## config.mk

```make
export PLATFORM = sky130hd
export DESIGN_NAME = frn_node
export DESIGN_NICKNAME = d
export VERILOG_FILES = /design/src/design/frn_pkg.sv /design/src/design/frn_node.sv
export SDC_FILE = /design/constraint.sdc
export NUM_CORES = 1
export LEC_CHECK = 0
export BUFFER_PORTS_ARGS = -buffer_cell sky130_fd_sc_hd__clkbuf_2
export CORE_UTILIZATION = 56
export DETAILED_ROUTE_END_ITERATION = 16
export GPL_ROUTABILITY_DRIVEN = 1
export GPL_TIMING_DRIVEN = 0
export PLACE_DENSITY = 0.8
export SLEW_MARGIN = 20
export SYNTH_ARGS = -nofsm -noshare
export SYNTH_HDL_FRONTEND = slang
export SYNTH_SLANG_ARGS = --single-unit
```

## constraint.sdc

```tcl
create_clock -name CLK -period 6 [get_ports CLK]
set_input_delay 0.3 -clock CLK [delete_from_list [all_inputs] [get_ports CLK]]
set_output_delay 0.3 -clock CLK [all_outputs]
set_load 0.005 [all_outputs]
```

## src/design/frn_pkg.sv

```systemverilog
// Package: types and constants for the fault report and recovery node
`default_nettype none
package frn_pkg;
  localparam int AREA_W    = 4;
  localparam int KIND_W    = 3;
  localparam int ADDR_W    = 16;
  localparam int DATA_W    = 16;
  localparam int CHK_W     = 6;
  localparam int WORD_W    = DATA_W + CHK_W;
  localparam int RETRY_D   = 4;
  localparam int PTR_W     = 2;
  localparam int MEM_D     = 16;
  localparam int MEM_AW    = 4;
  localparam int SPARE_W   = 5;
  // Number of bits in a report frame
  localparam int REP_BITS  = AREA_W + KIND_W + 1;
  localparam int CNT_W     = 4;
  // Recovery settle time in cycles, less one
  localparam logic [CNT_W-1:0] ISO_CYC = 4'h3;
  localparam logic [KIND_W-1:0] KIND_OUT_PAR = 3'h1;
  localparam logic [KIND_W-1:0] KIND_BUS_PAR = 3'h2;
  localparam logic [KIND_W-1:0] KIND_ECC_UNC = 3'h3;

  typedef struct packed {
    logic [AREA_W-1:0] area;
    logic [KIND_W-1:0] kind;
    logic              permanent;
  } frn_report_t;

  typedef struct packed {
    logic              valid;
    logic              write;
    logic [ADDR_W-1:0] addr;
    logic [DATA_W-1:0] data;
  } frn_req_t;

  typedef enum logic [1:0] {ST_RUN, ST_SEND, ST_ISOLATE, ST_RETRY} frn_state_t;
endpackage : frn_pkg
`default_nettype wire

```

## src/design/frn_node.sv

```systemverilog
// Fault report and recovery node: checking, report bus, retry buffer, shadow takeover, ECC memory
// What this block does
// - Detected errors start a report broadcast at once, preempting other work.
// - A report carries faulty area, error kind and permanent or transient flag.
// - After recovery each node stores the report in a software readable log.
// - Reports go on dedicated serial lines, one per memory bus.
// - Each node decodes reports that complete in ST_RUN with no local error pending, and picks its own recovery.
// - Outstanding processor requests are held in an internal buffer for reissue.
// - Transient errors retry all outstanding accesses; single-bit errors return corrected data.
// - Every stored memory word carries a single-error correcting code.
// - A shadow stays off the bus until it goes active; meanwhile its memory takes no writes.
// - A shadow goes active when a permanent report names its partner.
// - After a permanent-error switch, all outstanding accesses are retried.
// - Paired buses share one request at a time, split by address; a survivor takes over the failed bus's traffic.
// - A spare bit per word can replace a failed array bit.
// - All information arriving from a memory bus is parity checked first.
// - Request errors seen at memory are blamed on the memory bus.
// - Outgoing processor control, address and data are checked before the bus.
// - Recovery is all hardware; software is told only when it is done.
// - The faulty area is isolated before recovery proceeds.
`default_nettype none
module frn_node #(
  parameter logic [frn_pkg::AREA_W-1:0] MY_AREA      = 4'h1,
  parameter logic [frn_pkg::AREA_W-1:0] PARTNER_AREA = 4'h2,
  parameter logic [frn_pkg::AREA_W-1:0] BUS0_AREA    = 4'h8,
  parameter logic [frn_pkg::AREA_W-1:0] BUS1_AREA    = 4'h9
) (
  input  wire  logic                       CLK,
  input  wire  logic                       SRST,
  input  wire  logic                       SHADOW_EN,
  input  wire  frn_pkg::frn_req_t          PROC_REQ,
  input  wire  logic                       PROC_PAR,
  input  wire  logic                       PROC_CHK_MISMATCH,
  output logic                             PROC_READY,
  output logic                             PROC_RVALID,
  output logic [frn_pkg::DATA_W-1:0]       PROC_RDATA,
  output frn_pkg::frn_req_t                BUS_REQ,
  output logic                             BUS_PAR,
  output logic                             BUS_SEL,
  input  wire  logic                       BUS_ACK,
  input  wire  logic                       BUS_ACK_PAR,
  input  wire  logic [frn_pkg::SPARE_W-1:0] SPARE_SEL,
  input  wire  logic                       SPARE_EN,
  input  wire  logic [1:0]                 REP_IN,
  output logic [1:0]                       REP_OUT,
  output frn_pkg::frn_report_t             LOG,
  output logic                             LOG_VALID,
  output logic                             ACTIVE,
  output logic [1:0]                       BUS_FAILED
);
  //////////////////////////////////////////////////////////////////////////////
  typedef struct packed {
    frn_pkg::frn_state_t                  st;
    logic [1:0]                           rep_s1;
    logic [1:0]                           rep_s2;
    logic [frn_pkg::REP_BITS-1:0]         rx_sh;
    logic [frn_pkg::CNT_W-1:0]            rx_cnt;
    logic                                 rx_on;
    logic [frn_pkg::REP_BITS-1:0]         tx_sh;
    logic [frn_pkg::CNT_W-1:0]            tx_cnt;
    frn_pkg::frn_report_t                 cur;
    logic [frn_pkg::CNT_W-1:0]            iso_cnt;
    logic                                 active;
    logic [1:0]                           bus_failed;
    logic                                 isolated;
    frn_pkg::frn_report_t                 log_rep;
    logic                                 log_valid;
    frn_pkg::frn_req_t [frn_pkg::RETRY_D-1:0] rbuf;
    logic [frn_pkg::PTR_W-1:0]            head;
    logic [frn_pkg::PTR_W-1:0]            tail;
    logic [frn_pkg::PTR_W:0]              count;
    logic [frn_pkg::PTR_W-1:0]            issue;
    frn_pkg::frn_req_t                    bus_req;
    logic                                 bus_par;
    logic                                 bus_sel;
    logic                                 rvalid;
    logic [frn_pkg::DATA_W-1:0]           rdata;
    logic                                 ready;
    logic [frn_pkg::MEM_D-1:0] [frn_pkg::WORD_W-1:0] mem;
    logic [frn_pkg::MEM_D-1:0]            spare;
    logic [frn_pkg::SPARE_W-1:0]          spare_sel;
    logic                                 spare_en;
  } frn_state_s_t;

  frn_state_s_t s_r;
  frn_state_s_t s_nxt;

  //////////////////////////////////////////////////////////////////////////////
  // Hamming SEC over 16 data bits, positions 1..21 with checks at powers of two
  function automatic logic [frn_pkg::CHK_W-1:0] frn_enc(input logic [frn_pkg::DATA_W-1:0] d);
    logic [frn_pkg::CHK_W-1:0] c;
    int                        di;
    c  = '0;
    di = 0;
    for (int p = 1; p <= frn_pkg::WORD_W - 1; p++) begin
      if ((p & (p - 1)) != 0) begin
        for (int k = 0; k < 5; k++) begin
          if (((p >> k) & 1) == 1) begin
            c[k] = c[k] ^ d[di];
          end
        end
        di = di + 1;
      end
    end
    c[5] = ^{d, c[4:0]};
    return c;
  endfunction : frn_enc

  function automatic logic [frn_pkg::DATA_W-1:0] frn_dec(input logic [frn_pkg::WORD_W-1:0] w,
                                                         output logic unc);
    logic [frn_pkg::DATA_W-1:0] d;
    logic [frn_pkg::CHK_W-1:0]  syn;
    int                         di;
    d   = w[frn_pkg::WORD_W-1:frn_pkg::CHK_W];
    syn = frn_enc(d) ^ w[frn_pkg::CHK_W-1:0];
    di  = 0;
    for (int p = 1; p <= frn_pkg::WORD_W - 1; p++) begin
      if ((p & (p - 1)) != 0) begin
        if (syn[4:0] == 5'(p)) begin
          d[di] = ~d[di];
        end
        di = di + 1;
      end
    end
    // Double errors keep a zero overall syndrome with a nonzero position
    unc = (syn[4:0] != 5'h00) && (syn[5] == ^syn[4:0]);
    return d;
  endfunction : frn_dec

  //////////////////////////////////////////////////////////////////////////////
  logic                       out_err;
  logic                       in_err;
  logic                       ecc_unc;
  logic [frn_pkg::WORD_W-1:0] raw_word;
  logic [frn_pkg::DATA_W-1:0] cor_data;
  logic                       rx_done;
  frn_pkg::frn_report_t       rx_rep;
  logic                       rx_bit;
  logic                       rx_start;
  logic [frn_pkg::MEM_AW-1:0] maddr;

  always_comb begin
    s_nxt       = s_r;
    maddr       = s_r.bus_req.addr[frn_pkg::MEM_AW-1:0];
    // Only a request that is being taken is checked; idle fields may hold anything
    out_err     = (PROC_REQ.valid && s_r.ready
                   && (^{PROC_REQ.write, PROC_REQ.addr, PROC_REQ.data, PROC_PAR} != 1'b0))
                  || PROC_CHK_MISMATCH;
    in_err      = s_r.bus_req.valid && BUS_ACK
                  && (^{s_r.bus_req.write, s_r.bus_req.addr, s_r.bus_req.data, BUS_ACK_PAR} != 1'b0);
    raw_word    = s_r.mem[maddr];
    if (s_r.spare_en) begin
      raw_word[s_r.spare_sel] = s_r.spare[maddr];
    end
    ecc_unc     = 1'b0;
    cor_data    = frn_dec(raw_word, ecc_unc);
    // Serial report receive, both lines merged; either bus suffices
    s_nxt.rep_s1 = REP_IN;
    s_nxt.rep_s2 = s_r.rep_s1;
    rx_bit      = |s_r.rep_s2;
    rx_start    = !s_r.rx_on && rx_bit;
    rx_done     = s_r.rx_on && (s_r.rx_cnt == 4'(frn_pkg::REP_BITS - 1));
    rx_rep      = frn_pkg::frn_report_t'({s_r.rx_sh[frn_pkg::REP_BITS-2:0], rx_bit});
    if (rx_start) begin
      s_nxt.rx_on  = 1'b1;
      s_nxt.rx_cnt = '0;
      s_nxt.rx_sh  = '0;
    end else if (s_r.rx_on) begin
      s_nxt.rx_sh  = {s_r.rx_sh[frn_pkg::REP_BITS-2:0], rx_bit};
      s_nxt.rx_cnt = s_r.rx_cnt + 4'h1;
      if (rx_done) begin
        s_nxt.rx_on = 1'b0;
      end
    end
    s_nxt.log_valid = 1'b0;
    s_nxt.rvalid    = 1'b0;
    if (PROC_REQ.valid && s_r.ready && !out_err) begin
      s_nxt.rbuf[s_r.tail] = PROC_REQ;
      s_nxt.tail = s_r.tail + 2'h1;
      s_nxt.count = s_nxt.count + 3'h1;
    end
    case (s_r.st)
      frn_pkg::ST_RUN: begin
        if (out_err || in_err || (s_r.bus_req.valid && BUS_ACK && !s_r.bus_req.write && ecc_unc)) begin
          s_nxt.cur.area      = out_err ? MY_AREA : (s_r.bus_sel ? BUS1_AREA : BUS0_AREA);
          s_nxt.cur.kind      = out_err ? frn_pkg::KIND_OUT_PAR
                              : (in_err ? frn_pkg::KIND_BUS_PAR : frn_pkg::KIND_ECC_UNC);
          s_nxt.cur.permanent = PROC_CHK_MISMATCH;
          s_nxt.tx_sh   = s_nxt.cur;
          s_nxt.tx_cnt  = '0;
          s_nxt.bus_req.valid = 1'b0;
          s_nxt.st      = frn_pkg::ST_SEND;
        end else if (rx_done) begin
          s_nxt.cur     = rx_rep;
          s_nxt.st      = frn_pkg::ST_ISOLATE;
          s_nxt.bus_req.valid = 1'b0;
        end else if (s_r.bus_req.valid && BUS_ACK) begin
          if (!s_r.bus_req.write) begin
            s_nxt.rvalid = 1'b1;
            s_nxt.rdata  = cor_data;
          end else begin
            s_nxt.mem[maddr] = {s_r.bus_req.data, frn_enc(s_r.bus_req.data)};
            if (s_r.spare_en) begin
              s_nxt.spare[maddr] = s_nxt.mem[maddr][s_r.spare_sel];
            end
          end
          s_nxt.head  = s_r.head + 2'h1;
          s_nxt.count = s_nxt.count - 3'h1;
          s_nxt.issue = s_r.head + 2'h1;
          s_nxt.bus_req.valid = 1'b0;
        end else if (!s_r.bus_req.valid && (s_r.issue != s_r.tail || s_r.count == 3'(frn_pkg::RETRY_D))
                     && s_r.count != 3'h0) begin
          s_nxt.bus_req = s_r.rbuf[s_r.issue];
          s_nxt.bus_par = ^{s_r.rbuf[s_r.issue].write, s_r.rbuf[s_r.issue].addr, s_r.rbuf[s_r.issue].data};
          // Even split by address, survivor carries all when its pair failed
          s_nxt.bus_sel = s_r.bus_failed[0] ? 1'b1
                        : (s_r.bus_failed[1] ? 1'b0 : s_r.rbuf[s_r.issue].addr[0]);
        end
      end
      frn_pkg::ST_SEND: begin
        s_nxt.tx_sh  = {s_r.tx_sh[frn_pkg::REP_BITS-2:0], 1'b0};
        s_nxt.tx_cnt = s_r.tx_cnt + 4'h1;
        if (s_r.tx_cnt == 4'(frn_pkg::REP_BITS - 1)) begin
          s_nxt.st = frn_pkg::ST_ISOLATE;
        end
      end
      frn_pkg::ST_ISOLATE: begin
        s_nxt.isolated = 1'b1;
        if (s_r.cur.permanent) begin
          if (SHADOW_EN && (s_r.cur.area == PARTNER_AREA)) begin
            s_nxt.active = 1'b1;
          end
          if (s_r.cur.area == BUS0_AREA) begin
            s_nxt.bus_failed[0] = 1'b1;
          end
          if (s_r.cur.area == BUS1_AREA) begin
            s_nxt.bus_failed[1] = 1'b1;
          end
        end
        s_nxt.iso_cnt = s_r.iso_cnt + 4'h1;
        if (s_r.iso_cnt == frn_pkg::ISO_CYC) begin
          s_nxt.iso_cnt = '0;
          s_nxt.st      = frn_pkg::ST_RETRY;
        end
      end
      frn_pkg::ST_RETRY: begin
        s_nxt.issue     = s_r.head;
        s_nxt.isolated  = 1'b0;
        s_nxt.log_rep   = s_r.cur;
        s_nxt.log_valid = 1'b1;
        s_nxt.st        = frn_pkg::ST_RUN;
      end
      default: begin
        s_nxt.st = frn_pkg::ST_RUN;
      end
    endcase
    // Retry buffer accepts while room remains and no recovery is under way
    // Next-state view, so a buffer that fills this cycle refuses the very next request
    s_nxt.ready = (s_nxt.st == frn_pkg::ST_RUN) && (s_nxt.count < 3'(frn_pkg::RETRY_D)) && !s_nxt.isolated;
    // An inactive shadow never drives a bus request, so none of its accesses completes and its memory takes no writes
    if (SHADOW_EN && !s_r.active) begin
      s_nxt.bus_req.valid = 1'b0;
    end
    if (SPARE_EN && !s_r.spare_en) begin
      s_nxt.spare_sel = SPARE_SEL;
    end
    s_nxt.spare_en = SPARE_EN;
  end

  //////////////////////////////////////////////////////////////////////////////
  always_ff @(posedge CLK) begin
    if (SRST) begin
      s_r <= '0;
    end else begin
      s_r <= s_nxt;
    end
  end

  always_ff @(posedge CLK) begin
    if (SRST) begin
      REP_OUT <= 2'h0;
    end else begin
      REP_OUT <= (s_nxt.st == frn_pkg::ST_SEND || (s_r.st == frn_pkg::ST_SEND))
                 ? {2{(s_r.st == frn_pkg::ST_SEND) ? s_r.tx_sh[frn_pkg::REP_BITS-1] : 1'b1}} : 2'h0;
    end
  end

  assign PROC_READY  = s_r.ready;
  assign PROC_RVALID = s_r.rvalid;
  assign PROC_RDATA  = s_r.rdata;
  assign BUS_REQ     = s_r.bus_req;
  assign BUS_PAR     = s_r.bus_par;
  assign BUS_SEL     = s_r.bus_sel;
  assign LOG         = s_r.log_rep;
  assign LOG_VALID   = s_r.log_valid;
  assign ACTIVE      = s_r.active;
  assign BUS_FAILED  = s_r.bus_failed;
endmodule : frn_node
`default_nettype wire

```

== Yosys cells after proc, flatten, opt, wreduce, memory -nomap -nowiden ==
Cells that the tools add are included.

* $add $sub $neg: 21
* Equal/unequal tests: 33
* Reduce and logical (&&, ||, !) cells: 63
* Order comparisons: 23
* Bitwise logic cells: 93
* Div/mod/pow operators: 0
* $mul: 0
* Multiplexer cells: 327
* Shift-type cells: 0

{| class="wikitable"
|+ Operators by type and width
! kind !! count
|-
| 32-bit two-way mux || 75
|-
| 32-bit by 6-bit less-than comparator with 1-bit output, second input constant || 15
|-
| 32-bit by 2-bit adder with 32-bit output, second input constant || 14
|-
| 352-bit bitwise mux || 1
|-
| 22-bit binary-select mux with 4-bit select || 2
|-
| 1-bit two-way mux || 137
|-
| 136-bit bitwise mux || 1
|-
| 22-bit demux with 4-bit select || 1
|-
| 22-bit two-way mux || 4
|-
| 2-bit two-way mux || 36
|-
| 1-bit bitwise XOR || 70
|-
| 34-bit binary-select mux with 2-bit select || 1
|-
| 34-bit demux with 2-bit select || 1
|-
| 34-bit two-way mux || 2
|-
| 34-bit parity || 2
|-
| 1-bit binary-select mux with 4-bit select || 16
|-
| 21-bit parity || 2
|-
| 3-bit two-way mux || 13
|-
| 36-bit two-way mux || 1
|-
| 5-bit by 4-bit equality test with 1-bit output, second input constant || 7
|-
| 33-bit parity || 1
|-
| 4-bit two-way mux || 8
|-
| 5-bit equality test, second input constant || 5
|-
| 12-bit two-way mux || 2
|-
| 61 further kinds || 143
|}

* Register bits: 629
* ROM bits: 0
* Memories kept: 0
* Bits of input ports: 49
* Memory bits (writable): 0
* Output and inout port bits: 68
* Word-level logic and storage cells: 629
* Latch bits: 0

== Logic depth before layout (Yosys ltp) ==
* Word-level depth: 124
* Depth in mapped cells: 26
* Mapped depth without buffers: 21

== Least setup slack after synthesis ==
Ideal clock, no wire load.

* Kind: register to register
* Start point: register s_r, in the netlist BUS_REQ[16]
* End point: register s_r[159] (netlist bit)
* Required time: 5872 ps
* Clock period less this slack: 6584 ps
* Cell stages (with the launch flop): 27
* Arrival time: 6456 ps
* Path buffers: 8
* Slack: -584 ps
* Setup time: 128 ps
* Cell sequence: dfxtp_1 buf_2 buf_6 buf_4 buf_2 clkbuf_1 clkbuf_1 mux4_2 mux4_2 nand2_1 o21ai_0 xnor2_1 xnor2_1 xor2_1 inv_1 ha_1 xnor2_1 xnor3_1 xor3_1 xnor3_1 a21boi_1 nor3b_4 buf_6 nand4_2 buf_4 mux2i_1 nor2_1

* Longest elaborated chain between the ends: 21
* Elaborated cells on any way between the ends: 60
* Classes of those cells: 2 x order compare; 1 x eq/ne; 9 x mux; 37 x bitwise; 11 x reduce/logical

{| class="wikitable"
|+ RTL lines
! what !! line !! source
|-
| start, declared || frn_node.sv:85 || <nowiki>frn_state_s_t s_r;</nowiki>
|-
| start signal, assigned || frn_node.sv:275 || <nowiki>s_r <= s_nxt;</nowiki>
|-
| 22-bit binary-select mux with 4-bit select or 1-bit binary-select mux with 4-bit select (tied branches) || frn_node.sv:151, frn_node.sv:153 ||
|-
| 22-bit two-way mux (not written as such) or 1-bit two-way mux (tied branches) || frn_node.sv:151, frn_node.sv:153 ||
|-
| 22-bit bitwise mux || frn_node.sv:153 || <nowiki>raw_word[s_r.spare_sel] = s_r.spare[maddr];</nowiki>
|-
| 22-bit two-way mux || frn_node.sv:152 || <nowiki>if (s_r.spare_en) begin</nowiki>
|-
| 1-bit bitwise XOR (9 in series) || frn_node.sv:99 || <nowiki>c[k] = c[k] ^ d[di];</nowiki>
|-
| 21-bit parity or 6-bit bitwise XOR (tied branches) || frn_node.sv:105, frn_node.sv:115 ||
|-
| 6-bit bitwise XOR or 5-bit parity (tied branches) || frn_node.sv:115, frn_node.sv:126 ||
|-
| 1-bit equality test || frn_node.sv:126 || <nowiki>unc = (syn[4:0] != 5'h00) && (syn[5] == ^syn[4:0]);</nowiki>
|-
| 1-bit logical AND || frn_node.sv:126 ||
|-
| 1-bit logical AND || frn_node.sv:184 || <nowiki>if (out_err || in_err || (s_r.bus_req.valid && BUS_ACK && !s_r.bus_req.write && ecc_unc)) begin</nowiki>
|-
| 1-bit logical OR || frn_node.sv:184 ||
|-
| 1-bit NOT (no source line) || - ||
|-
| 5-bit AND reduction (no source line) || - ||
|}

Parallel ways exist; a longest one is shown, timed or not. The select of a mux whose other input is x is not followed.
A chain may end at the register's enable or synchronous reset.

== Worst setup path in the final report ==
* Start point: register s_r, in the netlist BUS_REQ[16]
* End point: register s_r[187] (netlist bit)

Same word-level chain as after synthesis.

==> flow_metrics.env <==
export IMPL_fin_setup_tns_ps=-97580
export IMPL_final_layout_size_suffix_gt1_frac=0.213
export IMPL_synth_edff_count=0
export IMPL_clock_sinks=629
export IMPL_endpoint="s_r[187]"
export IMPL_drtPass1Iterations=7
export IMPL_critPathLaunch="BUS_REQ[16]"
export IMPL_synth_async_reset_ratio=0
export IMPL_netlist_cell_type_count=67
export IMPL_remaining_drc_errors=0
export IMPL_die_y_um=233
export IMPL_layout_common_cells="dfxtp_1, nor2_1, mux2i_1, clkbuf_1, mux4_2"
export IMPL_cp_start_kind="flip-flop"
export IMPL_antenna_found_initial=1
export IMPL_p_leak_nw=16.0
export IMPL_cts_max_level=3
export IMPL_fmax_mhz=152
export IMPL_grt_max_degree=15
export IMPL_avgViaCountPerCell=6.38
export IMPL_ys_seq_area_frac=0.422
export IMPL_wl_um=103000
export IMPL_power_density_mw_per_mm2=248
export IMPL_r2r_end="s_r[187]"
export IMPL_core_mm2=0.0526
export IMPL_wire_per_inst_um=26.5
export IMPL_synthCells=2865
export IMPL_die_x_um=233
export IMPL_regToRegSetupSlack_ps=-600
export IMPL_critPathMaxFanout=5
export IMPL_final_area_mm2=0.0360
export IMPL_worst_pin_slew_ps=1400
export IMPL_final_common_cell="dfxtp_1"
export IMPL_fill_cells=3592
export IMPL_critPathMaxStageDelay_ps=630
export IMPL_numCtsBuffers=67
export IMPL_max_slew_margin_rel=0.0610
export IMPL_syn_avg_cell_area_um2=10.4
export IMPL_final_core_util=0.685
export IMPL_cp_buffers_inverters=10
export IMPL_path_depth=27
export IMPL_grt_setup_unrepaired="true"
export IMPL_cap_violations=0
export IMPL_cts_buffer_depth=3
export IMPL_critPathTopFamily="multiplexers"
export IMPL_r2r_cells=27
export IMPL_dieArea_mm2=0.0542
export IMPL_drt_iter0_markers=3499
export IMPL_ys_warn_count=0
export IMPL_grt_pass1_wl_um=144000
export IMPL_drtAntennaViolNets=0
export IMPL_fin_worst_skew_ps=23.0
export IMPL_cp_slowest_cell="mux4_2"
export IMPL_io_pins=117
export IMPL_track_usage=0.355
export IMPL_layout_setup_ws_ps=-599
export IMPL_r2r_start="BUS_REQ[16]"
export IMPL_gp_congestion=0.949
export IMPL_fin_crit_ps=6600
export IMPL_endpoint_kind="flip-flop"
export IMPL_ys_seq_elements=629
export IMPL_insertion_delay_ps=620
export IMPL_hold_viol=0
export IMPL_cts_root_buffer="clkbuf_16"
export IMPL_setup_viol=399
export IMPL_tritoncts="done"
export IMPL_via_count=24864
export IMPL_crit_required_ps=6460
export IMPL_portBuffers=115
export IMPL_fin_crit_sh=1.10
export IMPL_slew_violations=0
export IMPL_status="finished with violations"
export IMPL_diodes=0
export IMPL_dp_hpwl_um=64900
export IMPL_syn_area_mm2=0.0298
export IMPL_area_delta_synth_final_pct=20.7
export IMPL_ys_flop_type="dfxtp_1"
export IMPL_cp_data_arrival_time_ps=7060
export IMPL_crit_type="reg2reg"
export IMPL_start_util=0.567
export IMPL_peakVddDrop_v=0.000225
export IMPL_dpl_cell_area_mm2=0.0313
export IMPL_hold_path_class="in2reg"
export IMPL_grt_pass1_vias=24291
export IMPL_rows=84
export IMPL_layout_nets=3231
export IMPL_grt_overflow_total=0
export IMPL_syn_nets=2932
export IMPL_violations="setup timing"
export IMPL_clkSlewWorstSetupHoldPaths_ps=60
## cell families (layout without fill, tap and decap cells)
group | after synthesis | count (layout) | share of synthesized area
adders and majority gates | 18 | 18 | 0.00755
and+or+nand+nor | 853 | 853 | 0.127
buffers and inverters | 319 | 663 | 0.0543
AOI/OAI and AO/OA | 155 | 155 | 0.0342
xor gates and xnor gates | 182 | 182 | 0.0558
DFF | 629 | 629 | 0.422
muxes | 709 | 709 | 0.299
## registers in the layout, summed over array words and instances, names as in the netlist
signal,flops
ACTIVE,1
BUS_FAILED,2
BUS_PAR,1
BUS_REQ,34
BUS_SEL,1
LOG,8
LOG_VALID,1
PROC_RDATA,16
PROC_READY,1
PROC_RVALID,1
REP_OUT,1
rx_rep,7
s_nxt,2
s_r,553
## worst min-delay path by stage
| stage | start | to | slack (ps) | cells past startpoint |
|---|---|---|---|---|
| 6_report | PROC_REQ[16] | s_r[521] | 10 | 3 |
| 3_5_place_dp | s_nxt[624] | s_r[624] | 440 | 1 |
| 3_3_place_gp | s_nxt[624] | s_r[624] | 430 | 1 |
| 4_1_cts | PROC_REQ[31] | s_r[468] | 6 | 3 |
| 2_1_floorplan | s_nxt[623] | s_r[623] | 410 | 1 |
| 5_1_grt | PROC_REQ[29] | s_r[500] | 20 | 3 |
## where the power goes
part	internal (W)	leakage (nW)	switching [W]
clock	0.00242	1.07	0.00175
sequential	0.00421	5.07	0.0000242
combinational	0.000177	9.85	0.000340
## synthesized netlist by cell type, types with 4 or more instances
library cell,n,share of area
nor2_1,610,0.077
xor2_1,41,0.012
and2_1,17,0.0036
dfxtp_1,629,0.42
a211oi_1,21,0.0053
nor3_1,18,0.0030
mux2_2,4,0.0015
nand4_4,9,0.0064
xnor2_1,136,0.040
inv_1,17,0.0021
buf_4,98,0.025
buf_6,4,0.0015
and3_1,9,0.0019
nand2b_1,16,0.0034
buf_1,13,0.0016
buf_2,16,0.0027
mux2i_1,560,0.19
nor3b_1,8,0.0020
nor2b_1,18,0.0038
ha_1,18,0.0076
a31oi_1,21,0.0044
a22oi_1,7,0.0018
and3b_1,4,0.0012
mux4_2,145,0.11
a21oi_1,51,0.0086
nand2_1,88,0.011
nand3b_1,8,0.0020
nand3_1,21,0.0035
a22o_1,6,0.0018
clkbuf_1,167,0.021
nand4_1,4,0.00084
clkbuf_2,4,0.00067
o21ai_0,12,0.0020
or3_1,5,0.0010
o211ai_1,5,0.0013
o22ai_1,5,0.0010
nand4_2,6,0.0025
## layer usage
metal  wire length, µm  global-route usage  up-vias  share of wire
li1                  -                   -    10445              -
met1             36600               0.422    12031           0.36
met2             45700               0.559     1812           0.44
met3             12600               0.103      574           0.12
met4              8230               0.233        2          0.080
met5                65                   0        -        0.00063
## timing repair
| item | in CTS | in global routing |
|---|---|---|
| buffers inserted | 56 | 30 |
| pin swaps | 18 | 19 |
| hold buffers | 10 | 0 |
| resized for setup | 196 | 91 |
| setup endpoints to repair | 416 | 416 |
| endpoints found under the hold margin | 10 | 0 |
| cloned | 11 | 9 |
## area by class of cell
class                   count  area (µm²)  share of cell area
plain buffers             301        2210              0.0615
clock buffers              95        1940              0.0540
inverters                  17        63.8             0.00177
well taps                 688         861              0.0239
flip-flops and latches    629       12600               0.350
clock inverters            19         205             0.00570
repair buffers            231        2080              0.0579
multi-input cells        1917       16000               0.445
## tightest hold or removal path: stages
cell      delay, ps
clkbuf_2        130
mux2i_1          90
nor2_1           80
## through the flow
stage,std cells,total power (W),setup WS [ps],hold WS (ps)
global placement,3668,0.00479,-2170,433
finish,3897,0.00892,-599,13.0
CTS,3859,0.00886,-96.2,6.09
detailed placement,3668,0.00480,-2240,441
floorplan,2865,0.00462,2.82,414
global route,3897,0.00908,-613,21.8
No activity file was read; power rests on OpenSTA's default activity.
